$ cat src/gcr_pkg.sv
package gcr_pkg;
  // register bus geometry
  localparam int ADDR_W = 12;
  localparam int DATA_W = 8;
  localparam int CHAN_N = 8;

  // register offsets
  localparam logic [11:0] OFF_SYNC_LOSS = 12'h0F2;
  localparam logic [11:0] OFF_CLK_FREQ = 12'h0F3;
  localparam logic [11:0] OFF_LINE_RST = 12'h0F5;
  localparam logic [11:0] OFF_FRM_RST = 12'h0F6;
  localparam logic [11:0] OFF_EVT_STATUS = 12'h0F7;
  localparam logic [11:0] OFF_EVT_MASK = 12'h0F8;
  localparam logic [11:0] OFF_TESTER_SUM = 12'h0FA;
  localparam logic [11:0] OFF_LINE_SUM = 12'h0FB;

  // field positions, sync/loss register
  localparam int BIT_SYNC_DIR = 1;
  localparam int BIT_LOSS_SRC = 2;
  // field positions, clock frequency register
  localparam int POS_MPS_LO = 0;
  localparam int BIT_FREQUENCY_SELECT = 2;
  localparam int BIT_BACKPLANE_FREQUENCY_SELECT = 3;
  localparam int POS_BPREF_LO = 4;

  // event status bit positions
  localparam int EVT_TESTER = 0;
  localparam int EVT_LINE = 1;
  localparam int EVT_FRAME = 2;
  localparam int EVT_RESET = 3;
  localparam int EVT_N = 4;

  // reset value and unmapped-read value
  localparam logic [7:0] RST_REG = 8'h00;
  localparam logic [7:0] RD_UNMAPPED = 8'h00;

  // frame timing, frequencies in kHz
  localparam int FRAME_KHZ = 8;
  localparam int BP_E1_KHZ = 2048;
  localparam int BP_T1_KHZ = 1544;
  localparam logic [8:0] FRAME_CNT_E1 = 9'(BP_E1_KHZ / FRAME_KHZ);
  localparam logic [8:0] FRAME_CNT_T1 = 9'(BP_T1_KHZ / FRAME_KHZ);
  localparam logic [8:0] FRAME_CNT_RST = 9'h000;
endpackage

$ cat src/global_clock_reset_irq_regs.sv
`timescale 1ns/10ps
// Overview of operation
// - sync direction one: drive 8 kHz frame pulse on sync pin, timed by backplane clock.
// - sync direction zero: sync pin is input; outside supplies the 8 kHz pulse.
// - loss source one selects line unit loss, zero framer loss, on alarm pins.
// - loss source applies to all eight ports; framer control picks loss or freeze.
// - master period field plus frequency bit tell the assumed master clock.
// - frequency bit zero means 2.048 MHz family, one means 1.544 MHz family.
// - backplane frequency bit: zero 2.048 MHz reference, one 1.544 MHz reference.
// - four-bit reference field chooses backplane clock source.
// - line unit reset bit n resets channel n+1 line unit on rising write.
// - channel soft reset stays asserted until software writes zero.
// - framer reset bit n resets channel n+1 framer and tester on rising write.
// - tester summary: bit n reads one while tester n+1 has an interrupt.
// - line unit summary: bit n reads one while unit n+1 has an interrupt.
// - line unit summary encoding continues to bit 7 for unit 8.
module global_clock_reset_irq_regs
  import gcr_pkg::*;
(
  input wire logic clk_sys_in, // 25 MHz system clock
  input wire logic reset_in, // synchronous, active high
  input wire logic [11:0] addr_in, // register address
  input wire logic [7:0] wdata_in, // write data
  input wire logic wr_in, // write strobe
  input wire logic rd_in, // read strobe
  output logic [7:0] rdata_out, // read data, cycle after strobe
  output logic irq_out, // level interrupt
  input wire logic backplane_clock_in, // backplane clock pin
  input wire logic sync_pin_in, // sync pin sensed level
  output logic sync_pin_out, // sync pin driven level
  output logic sync_pin_oe_n_out, // low while driving the pin
  output logic frame_pulse_out, // one-cycle frame mark
  input wire logic [7:0] line_loss_in, // line unit loss per port
  input wire logic [7:0] framer_loss_in, // framer loss per port
  input wire logic [7:0] sig_freeze_in, // signalling freeze per port
  input wire logic freeze_select_in, // framer control: freeze vs loss
  output logic [7:0] alarm_output_pins_out, // alarm pins per port
  output logic [1:0] master_period_select_out, // master period field
  output logic frequency_select_out, // master clock family
  output logic backplane_frequency_select_out, // backplane reference freq
  output logic [3:0] backplane_reference_select_out, // backplane source
  output logic [7:0] line_unit_reset_out, // per-channel reset level
  output logic [7:0] line_unit_reset_pulse_out, // per-channel reset start
  output logic [7:0] framer_tester_reset_out, // per-channel reset level
  output logic [7:0] framer_tester_reset_pulse_out, // per-channel reset start
  input wire logic [7:0] tester_irq_in, // tester pending interrupts
  input wire logic [7:0] line_unit_irq_in // line unit pending interrupts
);

  // address match, shared by write and read decode
  function automatic logic hit(input logic [11:0] a, input logic [11:0] off);
    hit = (a == off);
  endfunction

  logic [7:0] sync_loss_ff;
  logic [7:0] clk_freq_ff;
  logic [7:0] line_rst_ff;
  logic [7:0] frm_rst_ff;
  logic [7:0] line_rst_pulse_ff;
  logic [7:0] frm_rst_pulse_ff;
  logic [7:0] tester_sum_ff;
  logic [7:0] line_sum_ff;
  logic [EVT_N-1:0] evt_status_ff;
  logic [EVT_N-1:0] evt_mask_ff;
  logic [7:0] rdata_ff;
  logic [7:0] alarm_ff;
  logic [8:0] frame_cnt_ff;
  logic sync_out_ff;
  logic frame_pulse_ff;
  logic irq_ff;

  // write decode
  wire wr_sync_loss = wr_in && hit(addr_in, OFF_SYNC_LOSS);
  wire wr_clk_freq = wr_in && hit(addr_in, OFF_CLK_FREQ);
  wire wr_line_rst = wr_in && hit(addr_in, OFF_LINE_RST);
  wire wr_frm_rst = wr_in && hit(addr_in, OFF_FRM_RST);
  wire wr_evt_status = wr_in && hit(addr_in, OFF_EVT_STATUS);
  wire wr_evt_mask = wr_in && hit(addr_in, OFF_EVT_MASK);

  // control fields
  wire sync_dir = sync_loss_ff[BIT_SYNC_DIR];
  wire loss_src = sync_loss_ff[BIT_LOSS_SRC];
  wire bfreq = clk_freq_ff[BIT_BACKPLANE_FREQUENCY_SELECT];

  // configuration registers; the summary offsets have no write path at all
  always_ff @(posedge clk_sys_in) begin
    if (reset_in) begin
      sync_loss_ff <= RST_REG;
      clk_freq_ff <= RST_REG;
      evt_mask_ff <= '0;
    end else begin
      if (wr_sync_loss) begin
        sync_loss_ff <= wdata_in & 8'h06;
      end
      if (wr_clk_freq) begin
        clk_freq_ff <= wdata_in;
      end
      if (wr_evt_mask) begin
        evt_mask_ff <= wdata_in[EVT_N-1:0];
      end
    end
  end

  // clock selection fields go straight to the clock generator
  assign master_period_select_out = clk_freq_ff[POS_MPS_LO +: 2];
  assign frequency_select_out = clk_freq_ff[BIT_FREQUENCY_SELECT];
  assign backplane_frequency_select_out = bfreq;
  assign backplane_reference_select_out = clk_freq_ff[POS_BPREF_LO +: 4];

  // soft resets: level held until a zero is written; start marked on 0-to-1
  wire [7:0] nxt_line_rst = wr_line_rst ? wdata_in : line_rst_ff;
  wire [7:0] nxt_frm_rst = wr_frm_rst ? wdata_in : frm_rst_ff;
  always_ff @(posedge clk_sys_in) begin
    if (reset_in) begin
      line_rst_ff <= RST_REG;
      frm_rst_ff <= RST_REG;
      line_rst_pulse_ff <= RST_REG;
      frm_rst_pulse_ff <= RST_REG;
    end else begin
      line_rst_ff <= nxt_line_rst;
      frm_rst_ff <= nxt_frm_rst;
      line_rst_pulse_ff <= nxt_line_rst & ~line_rst_ff;
      frm_rst_pulse_ff <= nxt_frm_rst & ~frm_rst_ff;
    end
  end
  assign line_unit_reset_out = line_rst_ff;
  assign framer_tester_reset_out = frm_rst_ff;
  assign line_unit_reset_pulse_out = line_rst_pulse_ff;
  assign framer_tester_reset_pulse_out = frm_rst_pulse_ff;

  // interrupt summaries mirror the sources, so a cleared source drops its bit
  always_ff @(posedge clk_sys_in) begin
    if (reset_in) begin
      tester_sum_ff <= RST_REG;
      line_sum_ff <= RST_REG;
    end else begin
      tester_sum_ff <= tester_irq_in;
      line_sum_ff <= line_unit_irq_in;
    end
  end

  // pin synchronisers: backplane clock and sync pin, three stages each
  logic [1:0] pin_s1_ff;
  logic [1:0] pin_s2_ff;
  logic [1:0] pin_s3_ff;
  logic [1:0] pin_lvl_ff;
  logic [1:0] pin_rise;
  wire [1:0] pin_raw = {sync_pin_in, backplane_clock_in};
  genvar g;
  generate
    for (g = 0; g < 2; g++) begin : g_pin
      // a change counts only when stages two and three agree
      wire stable = (pin_s2_ff[g] == pin_s3_ff[g]);
      always_ff @(posedge clk_sys_in) begin
        if (reset_in) begin
          pin_s1_ff[g] <= 1'b0;
          pin_s2_ff[g] <= 1'b0;
          pin_s3_ff[g] <= 1'b0;
          pin_lvl_ff[g] <= 1'b0;
        end else begin
          pin_s1_ff[g] <= pin_raw[g];
          pin_s2_ff[g] <= pin_s1_ff[g];
          pin_s3_ff[g] <= pin_s2_ff[g];
          if (stable) begin
            pin_lvl_ff[g] <= pin_s3_ff[g];
          end
        end
      end
      assign pin_rise[g] = stable && pin_s3_ff[g] && !pin_lvl_ff[g];
    end
  endgenerate
  wire bp_rise = pin_rise[0];
  wire sync_in_rise = pin_rise[1];

  // frame divider on backplane edges; period follows the reference frequency
  wire [8:0] frame_len = bfreq ? FRAME_CNT_T1 : FRAME_CNT_E1;
  wire frame_wrap = (frame_cnt_ff >= frame_len - 9'd1);
  wire [8:0] nxt_frame_cnt = frame_wrap ? FRAME_CNT_RST : 9'(frame_cnt_ff + 9'd1);
  always_ff @(posedge clk_sys_in) begin
    if (reset_in) begin
      frame_cnt_ff <= FRAME_CNT_RST;
      sync_out_ff <= 1'b0;
    end else if (bp_rise) begin
      frame_cnt_ff <= nxt_frame_cnt;
      // pulse spans one backplane period, changing only on its edges while driving; input mode clears it at once
      sync_out_ff <= sync_dir && (nxt_frame_cnt == FRAME_CNT_RST);
    end else if (!sync_dir) begin
      sync_out_ff <= 1'b0;
    end
  end

  // pin direction; in input mode the outside must supply the pulse
  assign sync_pin_out = sync_out_ff;
  assign sync_pin_oe_n_out = !sync_dir;

  // frame mark for the transmit side from whichever source is active
  wire gen_frame = sync_dir && bp_rise && frame_wrap;
  wire ext_frame = !sync_dir && sync_in_rise;
  always_ff @(posedge clk_sys_in) begin
    if (reset_in) begin
      frame_pulse_ff <= 1'b0;
    end else begin
      frame_pulse_ff <= gen_frame || ext_frame;
    end
  end
  assign frame_pulse_out = frame_pulse_ff;

  // alarm pins: one select bit serves all eight ports
  wire [7:0] loss_pick = loss_src ? line_loss_in : framer_loss_in;
  wire [7:0] nxt_alarm = freeze_select_in ? sig_freeze_in : loss_pick;
  always_ff @(posedge clk_sys_in) begin
    if (reset_in) begin
      alarm_ff <= RST_REG;
    end else begin
      alarm_ff <= nxt_alarm;
    end
  end
  assign alarm_output_pins_out = alarm_ff;

  // sticky events; a new event beats a write-one clear in the same cycle
  wire [EVT_N-1:0] evt_set;
  assign evt_set[EVT_TESTER] = |(tester_irq_in & ~tester_sum_ff);
  assign evt_set[EVT_LINE] = |(line_unit_irq_in & ~line_sum_ff);
  assign evt_set[EVT_FRAME] = frame_pulse_ff;
  assign evt_set[EVT_RESET] = |(line_rst_pulse_ff | frm_rst_pulse_ff);
  wire [EVT_N-1:0] evt_clr = wr_evt_status ? wdata_in[EVT_N-1:0] : '0;
  wire [EVT_N-1:0] nxt_evt_status = (evt_status_ff & ~evt_clr) | evt_set;
  always_ff @(posedge clk_sys_in) begin
    if (reset_in) begin
      evt_status_ff <= '0;
      irq_ff <= 1'b0;
    end else begin
      evt_status_ff <= nxt_evt_status;
      irq_ff <= |(nxt_evt_status & evt_mask_ff);
    end
  end
  assign irq_out = irq_ff;

  // read mux; data stands only in the cycle after the strobe
  logic [7:0] rd_mux;
  always_comb begin
    rd_mux = RD_UNMAPPED;
    if (hit(addr_in, OFF_SYNC_LOSS)) begin
      rd_mux = sync_loss_ff;
    end else if (hit(addr_in, OFF_CLK_FREQ)) begin
      rd_mux = clk_freq_ff;
    end else if (hit(addr_in, OFF_LINE_RST)) begin
      rd_mux = line_rst_ff;
    end else if (hit(addr_in, OFF_FRM_RST)) begin
      rd_mux = frm_rst_ff;
    end else if (hit(addr_in, OFF_EVT_STATUS)) begin
      rd_mux = {{(8-EVT_N){1'b0}}, evt_status_ff};
    end else if (hit(addr_in, OFF_EVT_MASK)) begin
      rd_mux = {{(8-EVT_N){1'b0}}, evt_mask_ff};
    end else if (hit(addr_in, OFF_TESTER_SUM)) begin
      rd_mux = tester_sum_ff;
    end else if (hit(addr_in, OFF_LINE_SUM)) begin
      rd_mux = line_sum_ff;
    end
  end
  always_ff @(posedge clk_sys_in) begin
    if (reset_in) begin
      rdata_ff <= RST_REG;
    end else begin
      rdata_ff <= rd_in ? rd_mux : RD_UNMAPPED;
    end
  end
  assign rdata_out = rdata_ff;

  // independent count of backplane rises between generated frame marks;
  // a clock write or input mode restarts it, as the old spacing no longer holds
  logic [8:0] rise_cnt_ff;
  logic rise_cnt_ok_ff;
  always_ff @(posedge clk_sys_in) begin
    if (reset_in || !sync_dir || wr_clk_freq) begin
      rise_cnt_ff <= FRAME_CNT_RST;
      rise_cnt_ok_ff <= 1'b0;
    end else if (bp_rise) begin
      rise_cnt_ff <= gen_frame ? FRAME_CNT_RST : 9'(rise_cnt_ff + 9'd1);
      rise_cnt_ok_ff <= rise_cnt_ok_ff || gen_frame;
    end
  end
endmodule
$ cat config.mk
export PLATFORM = sky130hd
export DESIGN_NAME = global_clock_reset_irq_regs
export DESIGN_NICKNAME = d
export VERILOG_FILES = /design/src/gcr_pkg.sv /design/src/global_clock_reset_irq_regs.sv
export SDC_FILE = /design/constraint.sdc
export NUM_CORES = 1
export LEC_CHECK = 0
export ABC_CLOCK_PERIOD_IN_PS = 3600
export BUFFER_PORTS_ARGS = -buffer_cell sky130_fd_sc_hd__buf_2
export CAP_MARGIN = 20
export CORE_MARGIN = 8
export CORE_UTILIZATION = 40
export CTS_BUF_LIST = sky130_fd_sc_hd__clkbuf_8
export DETAILED_ROUTE_END_ITERATION = 10
export REMOVE_ABC_BUFFERS = 1
export SLEW_MARGIN = 20
export SYNTH_ARGS = -nofsm -noshare
export SYNTH_HDL_FRONTEND = slang
export SYNTH_SLANG_ARGS = --single-unit
$ cat constraint.sdc
create_clock -name clk_sys_in -period 3.6 [get_ports clk_sys_in]
set_input_delay 0.54 -clock clk_sys_in [delete_from_list [all_inputs] [get_ports clk_sys_in]]
set_output_delay 0.54 -clock clk_sys_in [all_outputs]
set_load 0.005 [all_outputs]
==> metrics.yaml, run 1 <==
synth_edf_count: 0
syn_avg_cell_area_sq_um: 8.72
fp.coreArea_sq_um: 11200
final_layout_size_suffix_gt1_share_pct: 26.2
numCtsBuffers: 9
dieArea_sq_um: 15000
slowest_stage: "dfxtp_1"
slew_violations: 0
final.setup_skew_ps: 11.0
synth_top_family_by_area: "simple AND/OR/NAND/NOR gates"
grt_overflow: 0
first_pass_iters: 5
postCtsResizedCells: 0
netlist_area_sq_um: 4530
r2r-start: "clk_freq_ff[3]$_SDFFE_PP0P_"
cts.sinks: 102
tns_ps: 0
synth-seq-area-share_pct: 45.0
seq_area_sq_um: 2040
multi_input_area_sq_um: 2270
htreeDepth: 3
drtIter0Drc: 302
hold_viol: 0
grt_pass1_wl_mm: 20.5
p_per_area_nw_per_um2: 374
wl_per_cell_um: 16.3
fmax_mhz: 383
crit_arrival_ps: 2850
grt_max_degree: 38
crit_path_max_incr_delay_ps: 530
hpwl_mm: 9.68
grt_pass1_vias: 4054
hold_path_class: "primary input to flip-flop"
drc: 0
num-fill-cells: 1124
postCtsSetupBuffers: 0
required_ps: 3840
num_vias: 4081
period_minus_slack_ps: 2610
clockRootBuffer: "clkbuf_8"
start_util_pct: 40.4
critical_path_class: "flip-flop to flip-flop"
fin_crit_sh_pct: 72.5
ys_types: 54
p_int_mw: 1.49
io_pins: 127
pwr-share-clk_pct: 33.1
diodes: 0
ant_nets: 0
gp_congestion: 0.855
hold_start: "backplane_clock_in"
antenna_found_initial: 0
switchingPower_mw: 0.532
die_w_um: 122
cp-start-kind: "flip-flop"
clk_pin_slew_worst_paths_ps: 90
max-vdd-ir-drop_mv: 0.198
synth_flop_cell: "dfxtp_1"
clkLatencyLatePin_ps: 380
synth_xor_area_share_pct: 0
setup_violations: 0
ys_ff_latch: 102
leakagePower_nw: 2.38
fin_util_pct: 48.2
yosys_warnings: 0
cts_hold_buf: 0
hold_ws_ps: 376
synthSimpleGateAreaFrac_pct: 26.7
rr_endpoint: "sync_pin_out$_SDFFE_PP0P_"
yosys.area_share.adder_pct: 2.48
cts_tree: "built"
reg2reg_slack_ps: 990
tightest_slew_ps: 811
status: "complete, no violations"
muxShareOfSynthArea_pct: 6.84
nNetsFinal: 705
layout_commonest_cell: "buf_2"
area_growth_pct: 19.3
final_cell_mix: "buf_2, dfxtp_1, nand2_1"
worstPathCellList: "ha_1, and3_1, a221o_1, a21oi_1, buf_4, a21boi_0, o41ai_1"
grt_usage_pct: 17.2
combinationalPowerShare_pct: 8.9
synth_compound_area_share_pct: 14.0
rsz0062_at_grt: "false"
cp_max_fo: 9
rows: 39
ys_async_sr_fraction_pct: 0
wirelength_mm: 12.7
drv_cap: 0
holdPathEnd: "pin_s1_ff[0]$_SDFF_PP0_"
synth_cells: 520
port_buffers: 126
dieHeight_um: 122
p_sw_share_pct: 26.3
viasPerCell: 5.25
crit_path_end_kind: "flip-flop"
p_seq_share_pct: 58.0
clk_path_buf_depth: 2
hold_depth: 2
ff2ff_path_depth: 7
relSlewSlack_pct: 44.5
-- cells by family after synthesis --
kind of cell / after synthesis
and+or+nand+nor: 224
DFF: 102
AOI/OAI and AO/OA: 100
buffers and inverters: 55
muxes: 30
adders and majority gates: 9
-- layer usage --
metal	GRT usage, %	routed length, um	vias up
met5	0	0	-
met4	5.86	189	0
met3	4.51	874	13
met2	27.9	5930	121
met1	21.6	5690	1890
li1	-	-	2057
-- layout make-up --
class,instances,area share [%]
Multi-Input combinational cell,363,41.9
Sequential cell,102,37.7
Timing Repair Buffer,130,12.2
Tap cell,143,3.31
Clock buffer,9,2.29
Inverter,23,1.60
Clock inverter,7,0.948
-- registers in the layout (all words and copies together) (netlist names), 8 cells and up --
register and cells:
alarm_output_pins_out 8, clk_freq_ff 8, tester_sum_ff 8, framer_tester_reset_pulse_out 8, frame_cnt_ff 9, rdata_out 8, line_sum_ff 8, line_unit_reset_pulse_out 8
framer_tester_reset_out 8, line_unit_reset_out 8
-- worst max-delay path, delay by kind of cell, from the launching register on --
kind / cells / cell delay, ps
buffers and inverters: 1 / 260
and+or+nand+nor: 1 / 190
DFF: 1 / 530
AOI/OAI and AO/OA: 4 / 1170
adders and majority gates: 1 / 330
-- Yosys cell counts (7+ instances only) --
library cell,instances,area (sq um)
ha_1,9,113
mux2_2,8,90.1
mux2i_1,22,220
nor2b_1,10,62.6
nand3_1,22,110
nor2_1,56,210
a21oi_1,43,215
o22ai_1,12,75.1
nor3b_2,7,87.6
clkbuf_1,27,101
a31oi_1,10,62.6
dfxtp_1,102,2040
nor3b_1,7,52.6
nor4_1,13,81.3
nor3_1,11,55.1
inv_1,23,86.3
nand2b_1,10,62.6
nand2_1,57,214
-- stage by stage --
stage / power (mW) / setup slack (ps) / instances / cell area (sq um)
after floorplan: 1.27 / 1100 / 488 / 4400
after global placement: 1.37 / 864 / 761 / 5240
after detailed placement: 1.38 / 782 / 761 / 5240
after CTS: 2.03 / 1030 / 777 / 5410
after global routing: 2.11 / 813 / 777 / 5410
final: 2.02 / 991 / 777 / 5410
-- power by group through the flow --
stage,clock network [mW],registers [mW],logic [mW]
global placement,0,1.20,0.175
detailed placement,0,1.20,0.179
floorplan,0,1.19,0.0811
CTS,0.682,1.17,0.180
global route,0.732,1.18,0.202
finish,0.669,1.17,0.179
-- how the worst max path moves through the flow --
stage | end | cells past startpoint | start | slack (ps)
detailed placement | line_unit_reset_pulse_out[4]$_SDFF_PP0_ | 6 | addr_in[10] | 780
floorplan | clk_freq_ff[0]$_SDFFE_PP0P_ | 5 | addr_in[10] | 1100
global route | sync_pin_out$_SDFFE_PP0P_ | 7 | frame_cnt_ff[4]$_SDFFE_PP0P_ | 810
global placement | line_unit_reset_pulse_out[2]$_SDFF_PP0_ | 6 | addr_in[10] | 860
finish | sync_pin_out$_SDFFE_PP0P_ | 7 | clk_freq_ff[3]$_SDFFE_PP0P_ | 990
CTS | sync_pin_out$_SDFFE_PP0P_ | 7 | clk_freq_ff[3]$_SDFFE_PP0P_ | 1030
No activity file was read; power rests on OpenSTA's default activity.
==> inputs of run 2 (changes only) <==
ABC_CLOCK_PERIOD_IN_PS = 2200   (was 3600)
PLACE_DENSITY = 0.66   (was default)
clock period = 2.2 ns   (was 3.6 ns; I/O delays follow)
==> metrics.yaml, run 2 (synthesis results as in run 1) <==
slowest_stage: "a2111oi_1"
clkLatencyLatePin_ps: 380
crit_family: "compound AO/OA/AOI/OAI gates"
grt_pass1_wl_mm: 20.6
crit_path_max_incr_delay_ps: 480
crit_path_end_kind: "flip-flop"
grt_max_degree: 31
fin_crit_sh_pct: 93.4
area_growth_pct: 22.7
holdPathEnd: "pin_s1_ff[0]$_SDFF_PP0_"
post-place-ws_ps: 28.5
postCtsSetupBuffers: 0
numCtsBuffers: 9
top_register: "frame_cnt_ff"
rsz0062_at_grt: "false"
final_layout_size_suffix_gt1_share_pct: 28.8
slew_violations: 0
rows: 39
wirelength_mm: 13.2
max-vdd-ir-drop_mv: 0.343
hold_start: "backplane_clock_in"
layout_commonest_cell: "buf_2"
antenna_found_initial: 0
path_buf_inv: 1
critical_path_class: "flip-flop to flip-flop"
multi_input_area_sq_um: 2270
grt_overflow: 0
start_util_pct: 40.4
fmax_mhz: 487
first_pass_iters: 5
period_minus_slack_ps: 2050
wl_per_cell_um: 16.5
switchingPower_mw: 0.890
worstPathCellList: "ha_1, nand3_1, or2_2, a2111oi_1, buf_4, nand2_1, a21oi_1"
dieArea_sq_um: 15000
ff2ff_path_depth: 7
hpwl_mm: 10.1
cts_tree: "built"
relSlewSlack_pct: 66.3
diodes: 0
clk_path_buf_depth: 2
top_usage_layer: "met2"
seq_area_sq_um: 2040
fp.coreArea_sq_um: 11200
cp_max_fo: 6
dieHeight_um: 122
grt_usage_pct: 17.3
htreeDepth: 3
setup_violations: 0
port_buffers: 126
hold_path_class: "primary input to flip-flop"
combinationalPowerShare_pct: 9.4
nNetsFinal: 724
met2_usage_pct: 28.8
gp_congestion: 0.882
ant_nets: 0
final_cell_mix: "buf_2, dfxtp_1, nand2_1"
num_vias: 4279
drc: 0
final.setup_skew_ps: 8.99
r2r-start: "frame_cnt_ff[1]$_SDFFE_PP0P_"
leakagePower_nw: 2.47
pwr-share-clk_pct: 33.4
cp-start-kind: "flip-flop"
fin_ws_ps: 145
largest_reg_flops: 9
status: "complete, no violations"
crit_arrival_ps: 2370
met1_usage_pct: 21.3
io_pins: 127
grt_util_met3_pct: 4.60
drtIter0Drc: 275
clk_pin_slew_worst_paths_ps: 100
p_per_area_nw_per_um2: 601
num-fill-cells: 1032
clockRootBuffer: "clkbuf_8"
p_sw_share_pct: 26.6
hold_depth: 2
critPathLaunch: "frame_cnt_ff[1]$_SDFFE_PP0P_"
tightest_slew_ps: 499
p_int_mw: 2.45
required_ps: 2510
fin_util_pct: 49.6
cts.sinks: 102
drv_cap: 0
rr_endpoint: "frame_cnt_ff[8]$_SDFFE_PP0P_"
viasPerCell: 5.38
reg2reg_slack_ps: 150
p_seq_share_pct: 57.2
die_w_um: 122
grt_pass1_vias: 4120
hold_viol: 0
## run 2: cell count changes in the layout (fill, tap and decap cells not counted), sizes merged
cell    before  now
buf        130  149
inv         27   25
clkinv       1    3
## run 2: worst max-delay path by stage
stage / end / slack [ps] / cells after the start
3_5_place_dp: line_unit_reset_pulse_out[7]$_SDFF_PP0_ / 30 / 6
5_1_grt: frame_cnt_ff[8]$_SDFFE_PP0P_ / 60 / 7
2_1_floorplan: clk_freq_ff[0]$_SDFFE_PP0P_ / -90 / 5
6_report: frame_cnt_ff[8]$_SDFFE_PP0P_ / 150 / 7
3_3_place_gp: line_unit_reset_pulse_out[4]$_SDFF_PP0_ / 120 / 6
4_1_cts: sync_pin_out$_SDFFE_PP0P_ / 140 / 7
## run 2: cell type report
| type | instances | share of cell area [%] |
|---|---|---|
| inverter | 23 | 1.55 |
| sequential | 102 | 36.7 |
| clock inverter | 7 | 1.06 |
| multi-input combinational | 363 | 40.8 |
| clock buffer | 9 | 2.23 |
| timing repair buffer | 149 | 14.4 |
| tap | 143 | 3.22 |
## run 2: power by group through the flow
stage	logic, mW	registers (mW)	clock network (mW)
floorplan	0.133	1.95	0
global placement	0.304	1.95	0
finish	0.314	1.91	1.12
CTS	0.312	1.91	1.13
global route	0.343	1.92	1.22
detailed placement	0.311	1.95	0
## run 2: per-stage QoR
| stage | area (sq um) | setup TNS, ps | power [mW] | instances | hold WS (ps) |
|---|---|---|---|---|---|
| 3_5_place_dp | 5380 | 0 | 2.27 | 780 | 427 |
| 4_1_cts | 5560 | 0 | 3.36 | 796 | 150 |
| 6_report | 5560 | 0 | 3.34 | 796 | 162 |
| 5_1_grt | 5560 | 0 | 3.48 | 796 | 156 |
| 3_3_place_gp | 5380 | 0 | 2.26 | 780 | 432 |
| 2_1_floorplan | 4400 | -1130 | 2.09 | 488 | 397 |
## run 2: per-layer routing
metal / part of all wire, % / routed length (um)
met1: 42 / 5520
met2: 48 / 6340
met3: 8.7 / 1140
met4: 1.2 / 157
met5: 0 / 0
## run 2: repair_timing
action,CTS,global route
gates resized for setup,0,2
hold buffers,0,0
setup endpoints to repair,0,2
